[src/core/pesc_defines.svh]
// Register indices, field positions, reset values and limits of the event status block
`ifndef PESC_DEFINES_SVH
`define PESC_DEFINES_SVH

`define PESC_ADR_W        8
`define PESC_IDX_W        6
`define PESC_IDX_CTRL     6'h11
`define PESC_IDX_STAT2    6'h13
`define PESC_IDX_FCC      6'h14
`define PESC_IDX_REC      6'h15

`define PESC_CTRL_OUT_EN  0
`define PESC_CTRL_INT_EN  1
`define PESC_CTRL_TEST    2
`define PESC_CTRL_POL     3
`define PESC_CTRL_FC_EN   4
`define PESC_CTRL_RE_EN   5
`define PESC_CTRL_FC_HF   8
`define PESC_CTRL_RE_HF   9
`define PESC_CTRL_PIN     12
`define PESC_CTRL_RST     16'h0008

`define PESC_STAT2_RST    8'h00
`define PESC_EN2_RST      8'h00
`define PESC_FC_MAX       8'hFF
`define PESC_FC_HALF      8'h7F
`define PESC_RE_MAX       16'h00FF
`define PESC_RE_HALF      16'h007F

`endif

[src/core/pesc_pkg.sv]
// Carrier types for the event status block
package pesc_pkg;

  typedef struct packed {
    logic eee_err;
    logic aneg_err;
    logic page_rx;
    logic lpbk_overflow_underflow;
    logic mdix_state;
    logic sleep_evt;
    logic polarity_chg;
    logic wake_packet;
    logic jabber;
  } pesc_evt_s;

  typedef struct packed {
    logic false_carrier;
    logic rx_dv;
    logic rx_err_sym;
    logic mii_loopback;
  } pesc_rx_s;

endpackage

[src/core/pesc_top.sv]
// Second event status/enable register, receive counters and interrupt pin logic
//
// Design decision made here: the Wishbone slave port.
`timescale 1ns/100ps
`include "pesc_defines.svh"
// What this block does
// - Bit 15 latches on an energy-efficient Ethernet error; read-only, reset zero.
// - Bit 14 latches on an auto-negotiation error.
// - Bit 13 latches when a negotiation page is received.
// - Bit 12 latches on loopback FIFO overflow or underflow.
// - Bit 11 latches whenever the crossover state changes.
// - Bit 10 latches on a sleep mode event.
// - Bit 9 latches on polarity change or wake packet reception.
// - Bit 8 latches on jabber detection.
// - Enable bits 7 to 0, reset zero, gate status bits 15 to 8.
// - False carrier count is 8 bits in 7:0; upper bits read zero.
// - False carrier count holds at FFh.
// - False carrier count passing 7Fh raises an interrupt event.
// - Reading either counter register clears that counter.
// - 16-bit receive error count increments per invalid symbol during data valid.
// - No receive error counting in MII loopback.
// - Receive error count holds at its printed maximum FFh.
// - Receive error count passing 7Fh raises an interrupt event.
// - Event interrupts reach the pin only with the global enable set.
// - Pin is driven as interrupt only with output enable; else power-down input.
// - Polarity one idles high and pulls low on interrupt; zero inverts.

module pesc_top (
  input  wire logic                     CORE_CLK_IN,     // Core clock
  input  wire logic                     SYS_RST_IN,      // Sync reset, high
  input  wire logic                     CE_IN,           // Clock enable
  input  wire logic                     WB_CYC_IN,       // Bus cycle
  input  wire logic                     WB_STB_IN,       // Bus strobe
  input  wire logic                     WB_WE_IN,        // Write enable
  input  wire logic [`PESC_ADR_W-1:0]   WB_ADR_IN,       // Byte address
  input  wire logic [3:0]               WB_SEL_IN,       // Byte lanes
  input  wire logic [31:0]              WB_DAT_IN,       // Write data
  output logic      [31:0]              WB_DAT_OUT,      // Read data
  output logic                          WB_ACK_OUT,      // Acknowledge
  input  wire pesc_pkg::pesc_evt_s      EVENTS_IN,       // Core events
  input  wire pesc_pkg::pesc_rx_s       RX_IN,           // Receive path status
  input  wire logic                     IRQ_PIN_IN,      // Pin level seen
  output logic                          IRQ_PIN_OUT,     // Pin drive value
  output logic                          IRQ_PIN_OE_OUT,  // Pin drive enable
  output logic                          POWER_DOWN_OUT   // Power-down request
);

  logic [7:0]            stat2;
  logic [7:0]            en2;
  logic [7:0]            next_stat2;
  logic [7:0]            evt_vec;
  logic [7:0]            pend2;
  logic [7:0]            fc_cnt;
  logic [7:0]            next_fc;
  logic [15:0]           re_cnt;
  logic [15:0]           next_re;
  logic                  out_en;
  logic                  int_en;
  logic                  test_int;
  logic                  int_pol;
  logic                  fc_hf_en;
  logic                  re_hf_en;
  logic                  fc_hf;
  logic                  re_hf;
  logic                  pin_meta;
  logic                  pin_sync;
  logic                  mdix_prev;
  logic                  mdix_primed;
  logic                  xover_chg;
  logic                  wb_req;
  logic                  wb_rd;
  logic                  wb_wr;
  logic [`PESC_IDX_W-1:0] word_idx;
  logic                  hit_ctrl;
  logic                  hit_stat2;
  logic                  hit_fc;
  logic                  hit_re;
  logic                  rd_ctrl;
  logic                  rd_stat2;
  logic                  rd_fc;
  logic                  rd_re;
  logic                  fc_inc;
  logic                  re_evt;
  logic                  re_inc;
  logic                  fc_half_evt;
  logic                  re_half_evt;
  logic                  pend_any;
  logic                  irq_req;
  logic [15:0]           ctrl_view;
  logic [15:0]           rd_mux;

  // Reset image held as a constant so single fields can be picked from it
  localparam logic [15:0] ctrl_rst = `PESC_CTRL_RST;

  // Bus decode; a cycle is taken once, the ack flop blocks a repeat
  assign wb_req    = WB_CYC_IN & WB_STB_IN & ~WB_ACK_OUT;
  assign wb_rd     = wb_req & ~WB_WE_IN;
  assign wb_wr     = wb_req & WB_WE_IN;
  assign word_idx  = WB_ADR_IN[`PESC_ADR_W-1:2];
  assign hit_ctrl  = (word_idx == `PESC_IDX_CTRL);
  assign hit_stat2 = (word_idx == `PESC_IDX_STAT2);
  assign hit_fc    = (word_idx == `PESC_IDX_FCC);
  assign hit_re    = (word_idx == `PESC_IDX_REC);
  assign rd_ctrl   = wb_rd & hit_ctrl;
  assign rd_stat2  = wb_rd & hit_stat2;
  assign rd_fc     = wb_rd & hit_fc;
  assign rd_re     = wb_rd & hit_re;

  // Crossover change is seen only after a first sample, so reset gives no false event
  assign xover_chg = mdix_primed & (EVENTS_IN.mdix_state != mdix_prev);

  always_ff @(posedge CORE_CLK_IN) begin
    if (SYS_RST_IN) begin
      mdix_prev   <= 1'b0;
      mdix_primed <= 1'b0;
    end else if (CE_IN) begin
      mdix_prev   <= EVENTS_IN.mdix_state;
      mdix_primed <= 1'b1;
    end
  end

  assign evt_vec[7] = EVENTS_IN.eee_err;
  assign evt_vec[6] = EVENTS_IN.aneg_err;
  assign evt_vec[5] = EVENTS_IN.page_rx;
  assign evt_vec[4] = EVENTS_IN.lpbk_overflow_underflow;
  assign evt_vec[3] = xover_chg;
  assign evt_vec[2] = EVENTS_IN.sleep_evt;
  assign evt_vec[1] = EVENTS_IN.polarity_chg | EVENTS_IN.wake_packet;
  assign evt_vec[0] = EVENTS_IN.jabber;

  // A new event in the read cycle survives the clear
  for (genvar i = 0; i < 8; i++) begin : g_stat
    assign next_stat2[i] = evt_vec[i] | (stat2[i] & ~rd_stat2);
    assign pend2[i]      = stat2[i] & en2[i];
  end

  always_ff @(posedge CORE_CLK_IN) begin
    if (SYS_RST_IN) begin
      stat2 <= `PESC_STAT2_RST;
    end else if (CE_IN) begin
      stat2 <= next_stat2;
    end
  end

  // Only the enable half is writable; status bits ignore writes
  always_ff @(posedge CORE_CLK_IN) begin
    if (SYS_RST_IN) begin
      en2 <= `PESC_EN2_RST;
    end else if (CE_IN && wb_wr && hit_stat2 && WB_SEL_IN[0]) begin
      en2 <= WB_DAT_IN[7:0];
    end
  end

  always_ff @(posedge CORE_CLK_IN) begin
    if (SYS_RST_IN) begin
      out_en   <= ctrl_rst[`PESC_CTRL_OUT_EN];
      int_en   <= ctrl_rst[`PESC_CTRL_INT_EN];
      test_int <= ctrl_rst[`PESC_CTRL_TEST];
      int_pol  <= ctrl_rst[`PESC_CTRL_POL];
      fc_hf_en <= ctrl_rst[`PESC_CTRL_FC_EN];
      re_hf_en <= ctrl_rst[`PESC_CTRL_RE_EN];
    end else if (CE_IN && wb_wr && hit_ctrl && WB_SEL_IN[0]) begin
      out_en   <= WB_DAT_IN[`PESC_CTRL_OUT_EN];
      int_en   <= WB_DAT_IN[`PESC_CTRL_INT_EN];
      test_int <= WB_DAT_IN[`PESC_CTRL_TEST];
      int_pol  <= WB_DAT_IN[`PESC_CTRL_POL];
      fc_hf_en <= WB_DAT_IN[`PESC_CTRL_FC_EN];
      re_hf_en <= WB_DAT_IN[`PESC_CTRL_RE_EN];
    end
  end

  // False carrier counter: saturates, cleared by its own read
  assign fc_inc      = RX_IN.false_carrier & (fc_cnt != `PESC_FC_MAX);
  assign fc_half_evt = fc_inc & (fc_cnt == `PESC_FC_HALF);

  always_comb begin
    if (rd_fc) begin
      next_fc = {7'h00, RX_IN.false_carrier};
    end else if (fc_inc) begin
      next_fc = fc_cnt + 8'h01;
    end else begin
      next_fc = fc_cnt;
    end
  end

  always_ff @(posedge CORE_CLK_IN) begin
    if (SYS_RST_IN) begin
      fc_cnt <= 8'h00;
    end else if (CE_IN) begin
      fc_cnt <= next_fc;
    end
  end

  // Receive errors count only with data valid and outside MII loopback
  assign re_evt      = RX_IN.rx_dv & RX_IN.rx_err_sym & ~RX_IN.mii_loopback;
  assign re_inc      = re_evt & (re_cnt != `PESC_RE_MAX);
  assign re_half_evt = re_inc & (re_cnt == `PESC_RE_HALF);

  always_comb begin
    if (rd_re) begin
      next_re = {15'h0000, re_evt};
    end else if (re_inc) begin
      next_re = re_cnt + 16'h0001;
    end else begin
      next_re = re_cnt;
    end
  end

  always_ff @(posedge CORE_CLK_IN) begin
    if (SYS_RST_IN) begin
      re_cnt <= 16'h0000;
    end else if (CE_IN) begin
      re_cnt <= next_re;
    end
  end

  // Half-full flags live in the control register and clear when it is read
  always_ff @(posedge CORE_CLK_IN) begin
    if (SYS_RST_IN) begin
      fc_hf <= 1'b0;
      re_hf <= 1'b0;
    end else if (CE_IN) begin
      fc_hf <= fc_half_evt | (fc_hf & ~rd_ctrl);
      re_hf <= re_half_evt | (re_hf & ~rd_ctrl);
    end
  end

  // Pin comes from outside the clock domain
  always_ff @(posedge CORE_CLK_IN) begin
    if (SYS_RST_IN) begin
      pin_meta <= 1'b1;
      pin_sync <= 1'b1;
    end else if (CE_IN) begin
      pin_meta <= IRQ_PIN_IN;
      pin_sync <= pin_meta;
    end
  end

  assign pend_any = (|pend2) | (fc_hf & fc_hf_en) | (re_hf & re_hf_en);
  // Test interrupt bypasses the global enable so the pin path can be checked alone
  assign irq_req  = (int_en & pend_any) | test_int;

  always_ff @(posedge CORE_CLK_IN) begin
    if (SYS_RST_IN) begin
      IRQ_PIN_OUT    <= 1'b1;
      IRQ_PIN_OE_OUT <= 1'b0;
    end else if (CE_IN) begin
      IRQ_PIN_OUT    <= int_pol ? ~irq_req : irq_req;
      IRQ_PIN_OE_OUT <= out_en;
    end
  end

  // Pin is active low as a power-down input, and only sensed while not driven
  always_ff @(posedge CORE_CLK_IN) begin
    if (SYS_RST_IN) begin
      POWER_DOWN_OUT <= 1'b0;
    end else if (CE_IN) begin
      POWER_DOWN_OUT <= ~out_en & ~pin_sync;
    end
  end

  always_comb begin
    ctrl_view                    = 16'h0000;
    ctrl_view[`PESC_CTRL_OUT_EN] = out_en;
    ctrl_view[`PESC_CTRL_INT_EN] = int_en;
    ctrl_view[`PESC_CTRL_TEST]   = test_int;
    ctrl_view[`PESC_CTRL_POL]    = int_pol;
    ctrl_view[`PESC_CTRL_FC_EN]  = fc_hf_en;
    ctrl_view[`PESC_CTRL_RE_EN]  = re_hf_en;
    ctrl_view[`PESC_CTRL_FC_HF]  = fc_hf;
    ctrl_view[`PESC_CTRL_RE_HF]  = re_hf;
    ctrl_view[`PESC_CTRL_PIN]    = pin_sync;
  end

  // Unmapped words read as zero and still acknowledge
  always_comb begin
    if (hit_ctrl) begin
      rd_mux = ctrl_view;
    end else if (hit_stat2) begin
      rd_mux = {stat2, en2};
    end else if (hit_fc) begin
      rd_mux = {8'h00, fc_cnt};
    end else if (hit_re) begin
      rd_mux = re_cnt;
    end else begin
      rd_mux = 16'h0000;
    end
  end

  always_ff @(posedge CORE_CLK_IN) begin
    if (SYS_RST_IN) begin
      WB_ACK_OUT <= 1'b0;
      WB_DAT_OUT <= 32'h0000_0000;
    end else if (CE_IN) begin
      WB_ACK_OUT <= wb_req;
      if (wb_rd) begin
        WB_DAT_OUT <= {16'h0000, rd_mux};
      end
    end
  end

endmodule // pesc_top

[config.mk]
export PLATFORM = sky130hd
export DESIGN_NAME = pesc_top
export DESIGN_NICKNAME = d
export VERILOG_FILES = /design/src/core/pesc_pkg.sv /design/src/core/pesc_top.sv
export VERILOG_INCLUDE_DIRS = /design/src /design/src/core
export SDC_FILE = /design/constraint.sdc
export NUM_CORES = 1
export LEC_CHECK = 0
export BUFFER_PORTS_ARGS = -buffer_cell sky130_fd_sc_hd__buf_4
export CORE_UTILIZATION = 56
export DETAILED_ROUTE_END_ITERATION = 10
export GPL_TIMING_DRIVEN = 1
export PLACE_DENSITY_LB_ADDON = 0.05
export SYNTH_ARGS = -nofsm -noshare
export SYNTH_HDL_FRONTEND = slang
export SYNTH_SLANG_ARGS = --single-unit
[constraint.sdc]
create_clock -name CORE_CLK_IN -period 4.03 [get_ports CORE_CLK_IN]
set_clock_uncertainty 0.1 [all_clocks]
set_input_delay 0.806 -clock CORE_CLK_IN [delete_from_list [all_inputs] [get_ports CORE_CLK_IN]]
set_output_delay 0.806 -clock CORE_CLK_IN [all_outputs]
set_load 0.03 [all_outputs]
==> results.yml, run 1 <==
setup_path:
  max_stage_delay_ns: 0.56
  required_ns: 4.16
  worstSetupPathDepth: 6
  critical_path.endpoint_type: "register"
  reg2reg_from: "re_cnt[8]$_SDFFE_PP0P_"
  reg2reg_depth: 5
  cp_num_buf_inv: 1
  slowest_stage: "sky130_fd_sc_hd__and3_1"
  worst_ep_arrival_time_ns: 2.65
  crit_chain: "buf_4 -> nor4b_2 -> and3_1 -> nand2_1 -> a32oi_1 -> nor2_1"
  kind_of_critical_path: "input pin to register"
  crit_path_start_kind: "input pin"
  crit_fanout: 13
  cp-startpoint: "WB_ADR_IN[5]"
  cp_top_family: "simple AND/OR/NAND/NOR gates"
status:
  outcome: "finished clean"
clocking:
  clock_tree.htree_level_count: 3
  postCtsResizedCells: 0
  insertion_delay_ns: 0.36
  cts-hold-fix-buffers: 0
  worst_setup_hold_path_clk_slew_ns: 0.08
  clk_path_buf_depth: 2
  cts.repair_timing.setup_buffer_count: 0
  num_clock_sinks: 72
  cts_tree: "done"
  cts_root_buffer: "sky130_fd_sc_hd__clkbuf_8"
  cts_made_buffers: 9
power_and_ir_drop:
  static-leakage-power_nw: 1.50
  internal_power_mw: 1.07
  relative_contribution_of_combinational_cells_to_total_power_pct: 9.5
  share_of_total_power_in_the_clock_network_pct: 39.5
  power.share.switching_pct: 26.6
  switching_power_mw: 0.387
  maximum_vdd_drop_mv: 0.338
  seq_power_share_pct: 51.0
  power-per-cell-area_nw_per_um2: 356
  design_power_total_mw: 1.45
placement:
  gpl.final_weighted_congestion: 0.832
  post-dp-hpwl_um: 6360
  post-place-ws_ns: 1.17
  portBuffers: 54
routing:
  via_count: 3281
  drt_wl_total_um: 8940
  avgRoutedWirePerCell_um: 16.6
  wl_met3_um: 660
  drtIter0Drc: 311
  vias_per_cell: 6.09
  post-route-drc-count: 0
  ant_nets: 0
  topRoutingLayerUsed: "met4"
  drt_first_pass_iters: 5
  wl_met1_um: 3920
  met2_wirelength_um: 4250
synthesis:
  syn-cell-area_um2: 3540
  synth.distinct_cells: 55
  synth_cells: 417
  synth.yosys.warnings: 0
  average_footprint_of_a_synthesized_cell_um2: 8.49
  yosys_most_used_dff: "sky130_fd_sc_hd__dfxtp_1"
  synth-async-reset-ratio_pct: 0
  synth.yosys.seq_area_share_pct: 40.7
  ys_seq_elements: 72
  synth-edff-count: 0
timing:
  fin_crit_ns: 2.52
  period_share_pct: 62.5
  timing_worst_slew_pin_value_ns: 0.833
  slew_headroom_pct: 44.1
  rsz0062_at_grt: "no"
  finalHoldViolations: 0
  slew_violations: 0
  timing.final.ws_setup_ns: 1.51
  whs_ns: 0.367
  setup-tns-final_ns: 0
  clock.fmax_ghz: 0.397
  setup-violations-final: 0
cells_and_area:
  layout-drive-gt1-share_pct: 17.2
  synthToLayoutAreaGrowth_pct: 15.2
  post_layout_nets: 525
  antennaDiodeCount: 0
  fill_cells: 524
die:
  rows: 28
  die_height_um: 81.5
  initial_utilization_pct: 58.8
  die_w_um: 81.5
  fp.dieArea_um2: 6640
  pin_count: 100
  design.core.area_um2: 6030
global_route:
  via_count_of_the_first_global_routing_pass: 2912
  grtUsageTotal_pct: 29.4
  grt_pass1_wl_um: 14400
  antenna_found_initial: 0
  globalRoute.totalOverflow: 0
  grt_max_degree: 60
worst_hold_path:
  start_point_of_the_worst_min_delay_path: "WB_DAT_OUT[9]$_SDFFE_PP0P_"
  worstHoldPathType: "register to register"
  hold-path-cell-count: 2
run:
  drv.max_cap_violation_count: 0
## power by group through the flow
| stage | clock network [mW] | logic [mW] | registers [mW] |
|---|---|---|---|
| 2_1_floorplan | 0 | 0.0913 | 0.763 |
| 3_3_place_gp | 0 | 0.135 | 0.757 |
| 3_5_place_dp | 0 | 0.137 | 0.757 |
| 4_1_cts | 0.583 | 0.137 | 0.740 |
| 5_1_grt | 0.616 | 0.151 | 0.743 |
| 6_report | 0.573 | 0.138 | 0.741 |
## worst reg2reg max path, delay by kind of cell (launching register included)
| kind | cells | cell delay (ns) |
|---|---|---|
| and+or+nand+nor | 2 | 0.96 |
| DFF | 1 | 0.37 |
| AOI/OAI and AO/OA | 3 | 0.99 |
## state kept, by name (all words and copies together), names as in the netlist
register and cells:
mdix_primed 1, pin_meta 1, re_cnt 16, IRQ_PIN_OUT 1, IRQ_PIN_OE_OUT 1, int_en 1, pin_sync 1, en2 8
mdix_prev 1, WB_DAT_OUT 16, fc_hf_en 1, POWER_DOWN_OUT 1, out_en 1, fc_cnt 8, stat2 8, WB_ACK_OUT 1
re_hf 1, re_hf_en 1, fc_hf 1, int_pol 1, test_int 1
## per-stage QoR
step,utilization (%),cells,area [µm²]
final,67.7,539,4080
after global routing,67.7,539,4080
after CTS,67.7,539,4080
after detailed placement,64.4,523,3880
after global placement,64.4,523,3880
after floorplan,-,432,3600
## cell usage in the layout, fill, tap and decap left out, drive strengths merged, types with 7 or more instances in the layout
cell / count
clkbuf: 10
mux2i: 17
nor2: 57
or3: 12
conb: 16
nand4: 8
dfxtp: 72
nor4: 7
nor3: 19
nand3: 13
a22oi: 11
a21oi: 27
nand2: 28
o21ai: 18
buf: 56
## Yosys cell counts, types with 5 or more instances
library cell,n,share of area [%]
sky130_fd_sc_hd__a22o_1,6,1.5
sky130_fd_sc_hd__nand2_1,28,3.0
sky130_fd_sc_hd__a211oi_1,5,1.1
sky130_fd_sc_hd__or3_1,12,2.1
sky130_fd_sc_hd__clkbuf_1,17,1.8
sky130_fd_sc_hd__nand3_1,13,1.8
sky130_fd_sc_hd__a22oi_1,11,2.3
sky130_fd_sc_hd__inv_1,5,0.53
sky130_fd_sc_hd__a221oi_1,6,1.5
sky130_fd_sc_hd__nor3_1,18,2.5
sky130_fd_sc_hd__buf_4,16,3.4
sky130_fd_sc_hd__mux2i_1,17,4.8
sky130_fd_sc_hd__a21oi_1,27,3.8
sky130_fd_sc_hd__o21ai_1,14,2.0
sky130_fd_sc_hd__nor4_1,6,1.1
sky130_fd_sc_hd__nand4_1,8,1.4
sky130_fd_sc_hd__nor2b_1,6,1.1
sky130_fd_sc_hd__nor2_1,55,5.8
sky130_fd_sc_hd__dfxtp_1,72,41
## kinds of logic after synthesis
kind of cell | Yosys count | share of synthesized area [%]
multiplexers | 19 | 5.44
buffers and inverters | 45 | 7.03
AO/OA/AOI/OAI | 101 | 19.5
XOR/XNOR | 4 | 0.989
flip-flops | 72 | 40.7
adder cells (fa/ha/maj) | 2 | 0.707
AND/OR/NAND/NOR | 173 | 25.5
other | 1 | 0.106
## final timing paths
path	end	slack [ns]
worst min register to register	WB_DAT_OUT[9]$_SDFFE_PP0P_	0.37
worst min-delay path	WB_DAT_OUT[9]$_SDFFE_PP0P_	0.37
worst max register to register	re_cnt[3]$_SDFFE_PP0P_	1.55
worst max-delay path	stat2[3]$_SDFFE_PP0P_	1.51
## metal layers
metal  GRT usage (%)  up-vias
met4            9.11        0
met2            46.2      131
met5               0        -
met3            8.67       10
met1            38.5     1549
li1                -     1591
## cell type report
class / count / area [µm²] / share of cell area, %
Timing Repair Buffer: 56 / 420 / 10.3
Sequential cell: 72 / 1440 / 35.3
Multi-Input combinational cell: 315 / 1910 / 46.7
Clock inverter: 6 / 70.1 / 1.72
Inverter: 5 / 18.8 / 0.460
Clock buffer: 10 / 128 / 3.13
Tap cell: 75 / 93.8 / 2.30
Note: power is estimated with default switching activity, not from simulation.
==> run 2: changes to the inputs <==
--- a/config.mk
+++ b/config.mk
@@ -6,8 +6,9 @@
 export SDC_FILE = /design/constraint.sdc
 export NUM_CORES = 1
 export LEC_CHECK = 0
+export ABC_AREA = 1
 export BUFFER_PORTS_ARGS = -buffer_cell sky130_fd_sc_hd__buf_4
-export CORE_UTILIZATION = 56
+export CORE_UTILIZATION = 53
 export DETAILED_ROUTE_END_ITERATION = 10
 export GPL_TIMING_DRIVEN = 1
 export PLACE_DENSITY_LB_ADDON = 0.05
==> constraint.sdc (replaced) <==
create_clock -name CORE_CLK_IN -period 2.5 [get_ports CORE_CLK_IN]
set_clock_uncertainty 0.1 [all_clocks]
set_input_delay 0.5 -clock CORE_CLK_IN [delete_from_list [all_inputs] [get_ports CORE_CLK_IN]]
set_output_delay 0.5 -clock CORE_CLK_IN [all_outputs]
set_load 0.03 [all_outputs]
==> run 2 against run 1 <==
  * Via count increased by 18%
  * Critical path type is now register to register
  * Synthesized cell count is 43% higher
  * Non-clock buffer count is 4 higher
  * Flip-flop and latch count stayed put
  * Wire length up 12%
  * First-iteration DRC count fell by 25%
  * Critical endpoint is now re_cnt[7]$_SDFFE_PP0P_
  * Worst setup slack worse by 1.0 ns
  * Hold slack got worse by 0.11 ns
  * Utilization down 2.7 points
==> results.yml, run 2 <==
synthesis:
  synthMostInstantiatedCell: "sky130_fd_sc_hd__nand2_1"
  synth-edff-count: 0
  netlist.top_cell.by_area: "sky130_fd_sc_hd__dfxtp_1"
  synth_xor_area_share_pct: 1.35
  yosys_most_used_dff: "sky130_fd_sc_hd__dfxtp_1"
  synth.yosys.warnings: 0
  post_synth_top_cells: "sky130_fd_sc_hd__nand2_1, sky130_fd_sc_hd__nor2_1, sky130_fd_sc_hd__dfxtp_1, sky130_fd_sc_hd__a21oi_1, sky130_fd_sc_hd__inv_1"
  yosys-top-cells-area: "sky130_fd_sc_hd__dfxtp_1, sky130_fd_sc_hd__nand2_1, sky130_fd_sc_hd__a21oi_1, sky130_fd_sc_hd__nor2_1, sky130_fd_sc_hd__nand3_1"
  adder_cell_share_of_the_synthesized_area_pct: 0.643
  proportion_of_synthesized_area_in_mux_cells_pct: 0
  synth_compound_area_share_pct: 13.4
  synth_top_family_by_area: "simple AND/OR/NAND/NOR gates"
  synth-async-reset-ratio_pct: 0
  yosysTopAreaCellShare_pct: 37.0
  synth.distinct_cells: 31
  syn-cell-area_um2: 3890
  synth_cells: 596
  post_synthesis_simple_gate_area_fraction_pct: 36.7
  ys_seq_elements: 72
  synth.yosys.seq_area_share_pct: 37.0
  average_footprint_of_a_synthesized_cell_um2: 6.53
power_and_ir_drop:
  static-leakage-power_nw: 1.92
  power.share.switching_pct: 26.6
  internal_power_mw: 1.74
  design_power_total_mw: 2.37
  seq_power_share_pct: 50.1
  power-per-cell-area_nw_per_um2: 525
  share_of_total_power_in_the_clock_network_pct: 40.4
  maximum_vdd_drop_mv: 0.351
  switching_power_mw: 0.631
  relative_contribution_of_combinational_cells_to_total_power_pct: 9.5
clocking:
  worst_setup_hold_path_clk_slew_ns: 0.08
  postCtsResizedCells: 0
  cts.repair_timing.setup_buffer_count: 0
  cts-hold-fix-buffers: 0
  clock_tree.htree_level_count: 3
  cts_made_buffers: 9
  clk_path_buf_depth: 2
  num_clock_sinks: 72
  cts_tree: "done"
  insertion_delay_ns: 0.35
  cts_root_buffer: "sky130_fd_sc_hd__clkbuf_8"
timing:
  setup-tns-final_ns: 0
  whs_ns: 0.255
  timing.final.ws_setup_ns: 0.496
  finalHoldViolations: 0
  rsz0062_at_grt: "no"
  slew_violations: 0
  period_share_pct: 80.1
  setup-violations-final: 0
  fin_crit_ns: 2.00
  clock.fmax_ghz: 0.499
setup_path:
  crit_path_start_kind: "register"
  worst_ep_arrival_time_ns: 2.19
  timing.critical_path.mode_cell: "sky130_fd_sc_hd__nand2_1"
  kind_of_critical_path: "register to register"
  slowest_stage: "sky130_fd_sc_hd__dfxtp_1"
  cp_top_family: "simple AND/OR/NAND/NOR gates"
  crit_chain: "ha_1 -> nand3_1 -> nor2_4 -> nand2_1 -> nand2_2 -> nand2_4 -> inv_2 -> nand2_1 -> a21oi_1"
  cp_num_buf_inv: 1
  crit_fanout: 25
  worst-r2r-setup-slack_ns: 0.50
  max_stage_delay_ns: 0.42
  critical_path.endpoint_type: "register"
  required_ns: 2.68
routing:
  post-route-drc-count: 0
  avgRoutedWirePerCell_um: 13.4
  vias_per_cell: 5.17
  drt_first_pass_iters: 5
  ant_nets: 0
  drt_wl_total_um: 10000
  drtIter0Drc: 232
  via_count: 3881
run:
  drv.max_cap_violation_count: 0
cells_and_area:
  largestRegisters: "WB_DAT_OUT x16, re_cnt x16"
  commonest_cells_after_routing_fill_and_taps_aside: "sky130_fd_sc_hd__nand2_1, sky130_fd_sc_hd__nor2_1, sky130_fd_sc_hd__dfxtp_1"
  layout-drive-gt1-share_pct: 16.2
  antennaDiodeCount: 0
  synthToLayoutAreaGrowth_pct: 16.0
  final_common_cell: "sky130_fd_sc_hd__nand2_1"
  post_layout_nets: 716
  multi_input_area_um2: 2090
  stdcell_count: 751
  seq_area_um2: 1440
  fill_cells: 671
placement:
  post-dp-hpwl_um: 7470
  post-place-ws_ns: 0.476
  dp.cells: 735
  portBuffers: 54
  gpl.final_weighted_congestion: 0.939
die:
  die_height_um: 87.7
  pin_count: 100
  design.core.area_um2: 6940
  die_w_um: 87.7
  fp.dieArea_um2: 7690
  rows: 30
  initial_utilization_pct: 56.1
global_route:
  grt_max_degree: 40
  via_count_of_the_first_global_routing_pass: 3358
  grtUsageTotal_pct: 27.6
  globalRoute.totalOverflow: 0
  grt_pass1_wl_um: 16200
  antenna_found_initial: 0
status:
  outcome: "finished clean"
worst_hold_path:
  worstHoldPathType: "input pin to register"
-- run 2: changes by cell type in the layout (fill, tap and decap cells not counted), sizes merged, moves of 7 or more --
cell and change:
o21ai +18, a21oi +36, nand3 +27, nand2 +152, mux2i -17, nor4 -7
a22oi -11, nor2 +37, inv +50, nor3 -15, or3 -12
-- run 2: worst register-to-register path, delay by kind of cell, from the launching register on --
kind / cells / cell delay (ns)
compound gates: 1 / 0.14
fa+ha+maj: 1 / 0.23
buf+inv: 1 / 0.20
flops: 1 / 0.42
simple gates: 6 / 0.85
-- run 2: per-stage QoR --
stage	util [%]	area [µm²]
final	65.0	4510
after global placement	62.1	4310
after global routing	65.0	4510
after detailed placement	62.1	4310
after CTS	65.0	4510
after floorplan	-	3950
-- run 2: path summary, 6_finish.rpt --
path                                              from                     end  depth (start not counted)
worst min register to register   pin_meta$_SDFFE_PP1P_   pin_meta$_SDFFE_PP1P_                          2
worst min-delay path                        IRQ_PIN_IN   pin_meta$_SDFFE_PP1P_                          3
worst max-delay path            re_cnt[0]$_SDFFE_PP0P_  re_cnt[7]$_SDFFE_PP0P_                          9
worst max register to register  re_cnt[0]$_SDFFE_PP0P_  re_cnt[7]$_SDFFE_PP0P_                          9
-- run 2: logic make-up (layout without fill, tap and decap cells) --
group	after synthesis	after routing
other cells	1	16
buf+inv	88	132
xor+xnor	6	6
compound gates	102	102
flops	72	72
simple gates	325	325
fa+ha+maj	2	2
-- run 2: routing by layer --
layer  vias up  track usage, %  routed length, µm
met5         -               0                  0
met4         0            7.15                144
met3        15            6.41                620
met2       135            44.4               4610
met1      1755            37.4               4660
li1       1976               -                  -
-- run 2: power by group through the flow --
stage | Combinational (mW) | Sequential [mW] | Clock [mW]
after floorplan | 0.147 | 1.22 | 0
after global placement | 0.220 | 1.21 | 0
after detailed placement | 0.224 | 1.21 | 0
after CTS | 0.224 | 1.19 | 0.976
after global routing | 0.246 | 1.19 | 1.02
final | 0.224 | 1.19 | 0.958
-- run 2: area by class of cell --
cell class,count,area share [%]
Timing Repair Buffer,60,9.98
Clock buffer,10,3.05
Tap cell,96,2.66
Sequential cell,72,31.9
Clock inverter,6,1.50
Inverter,56,4.66
Multi-Input combinational cell,451,46.2
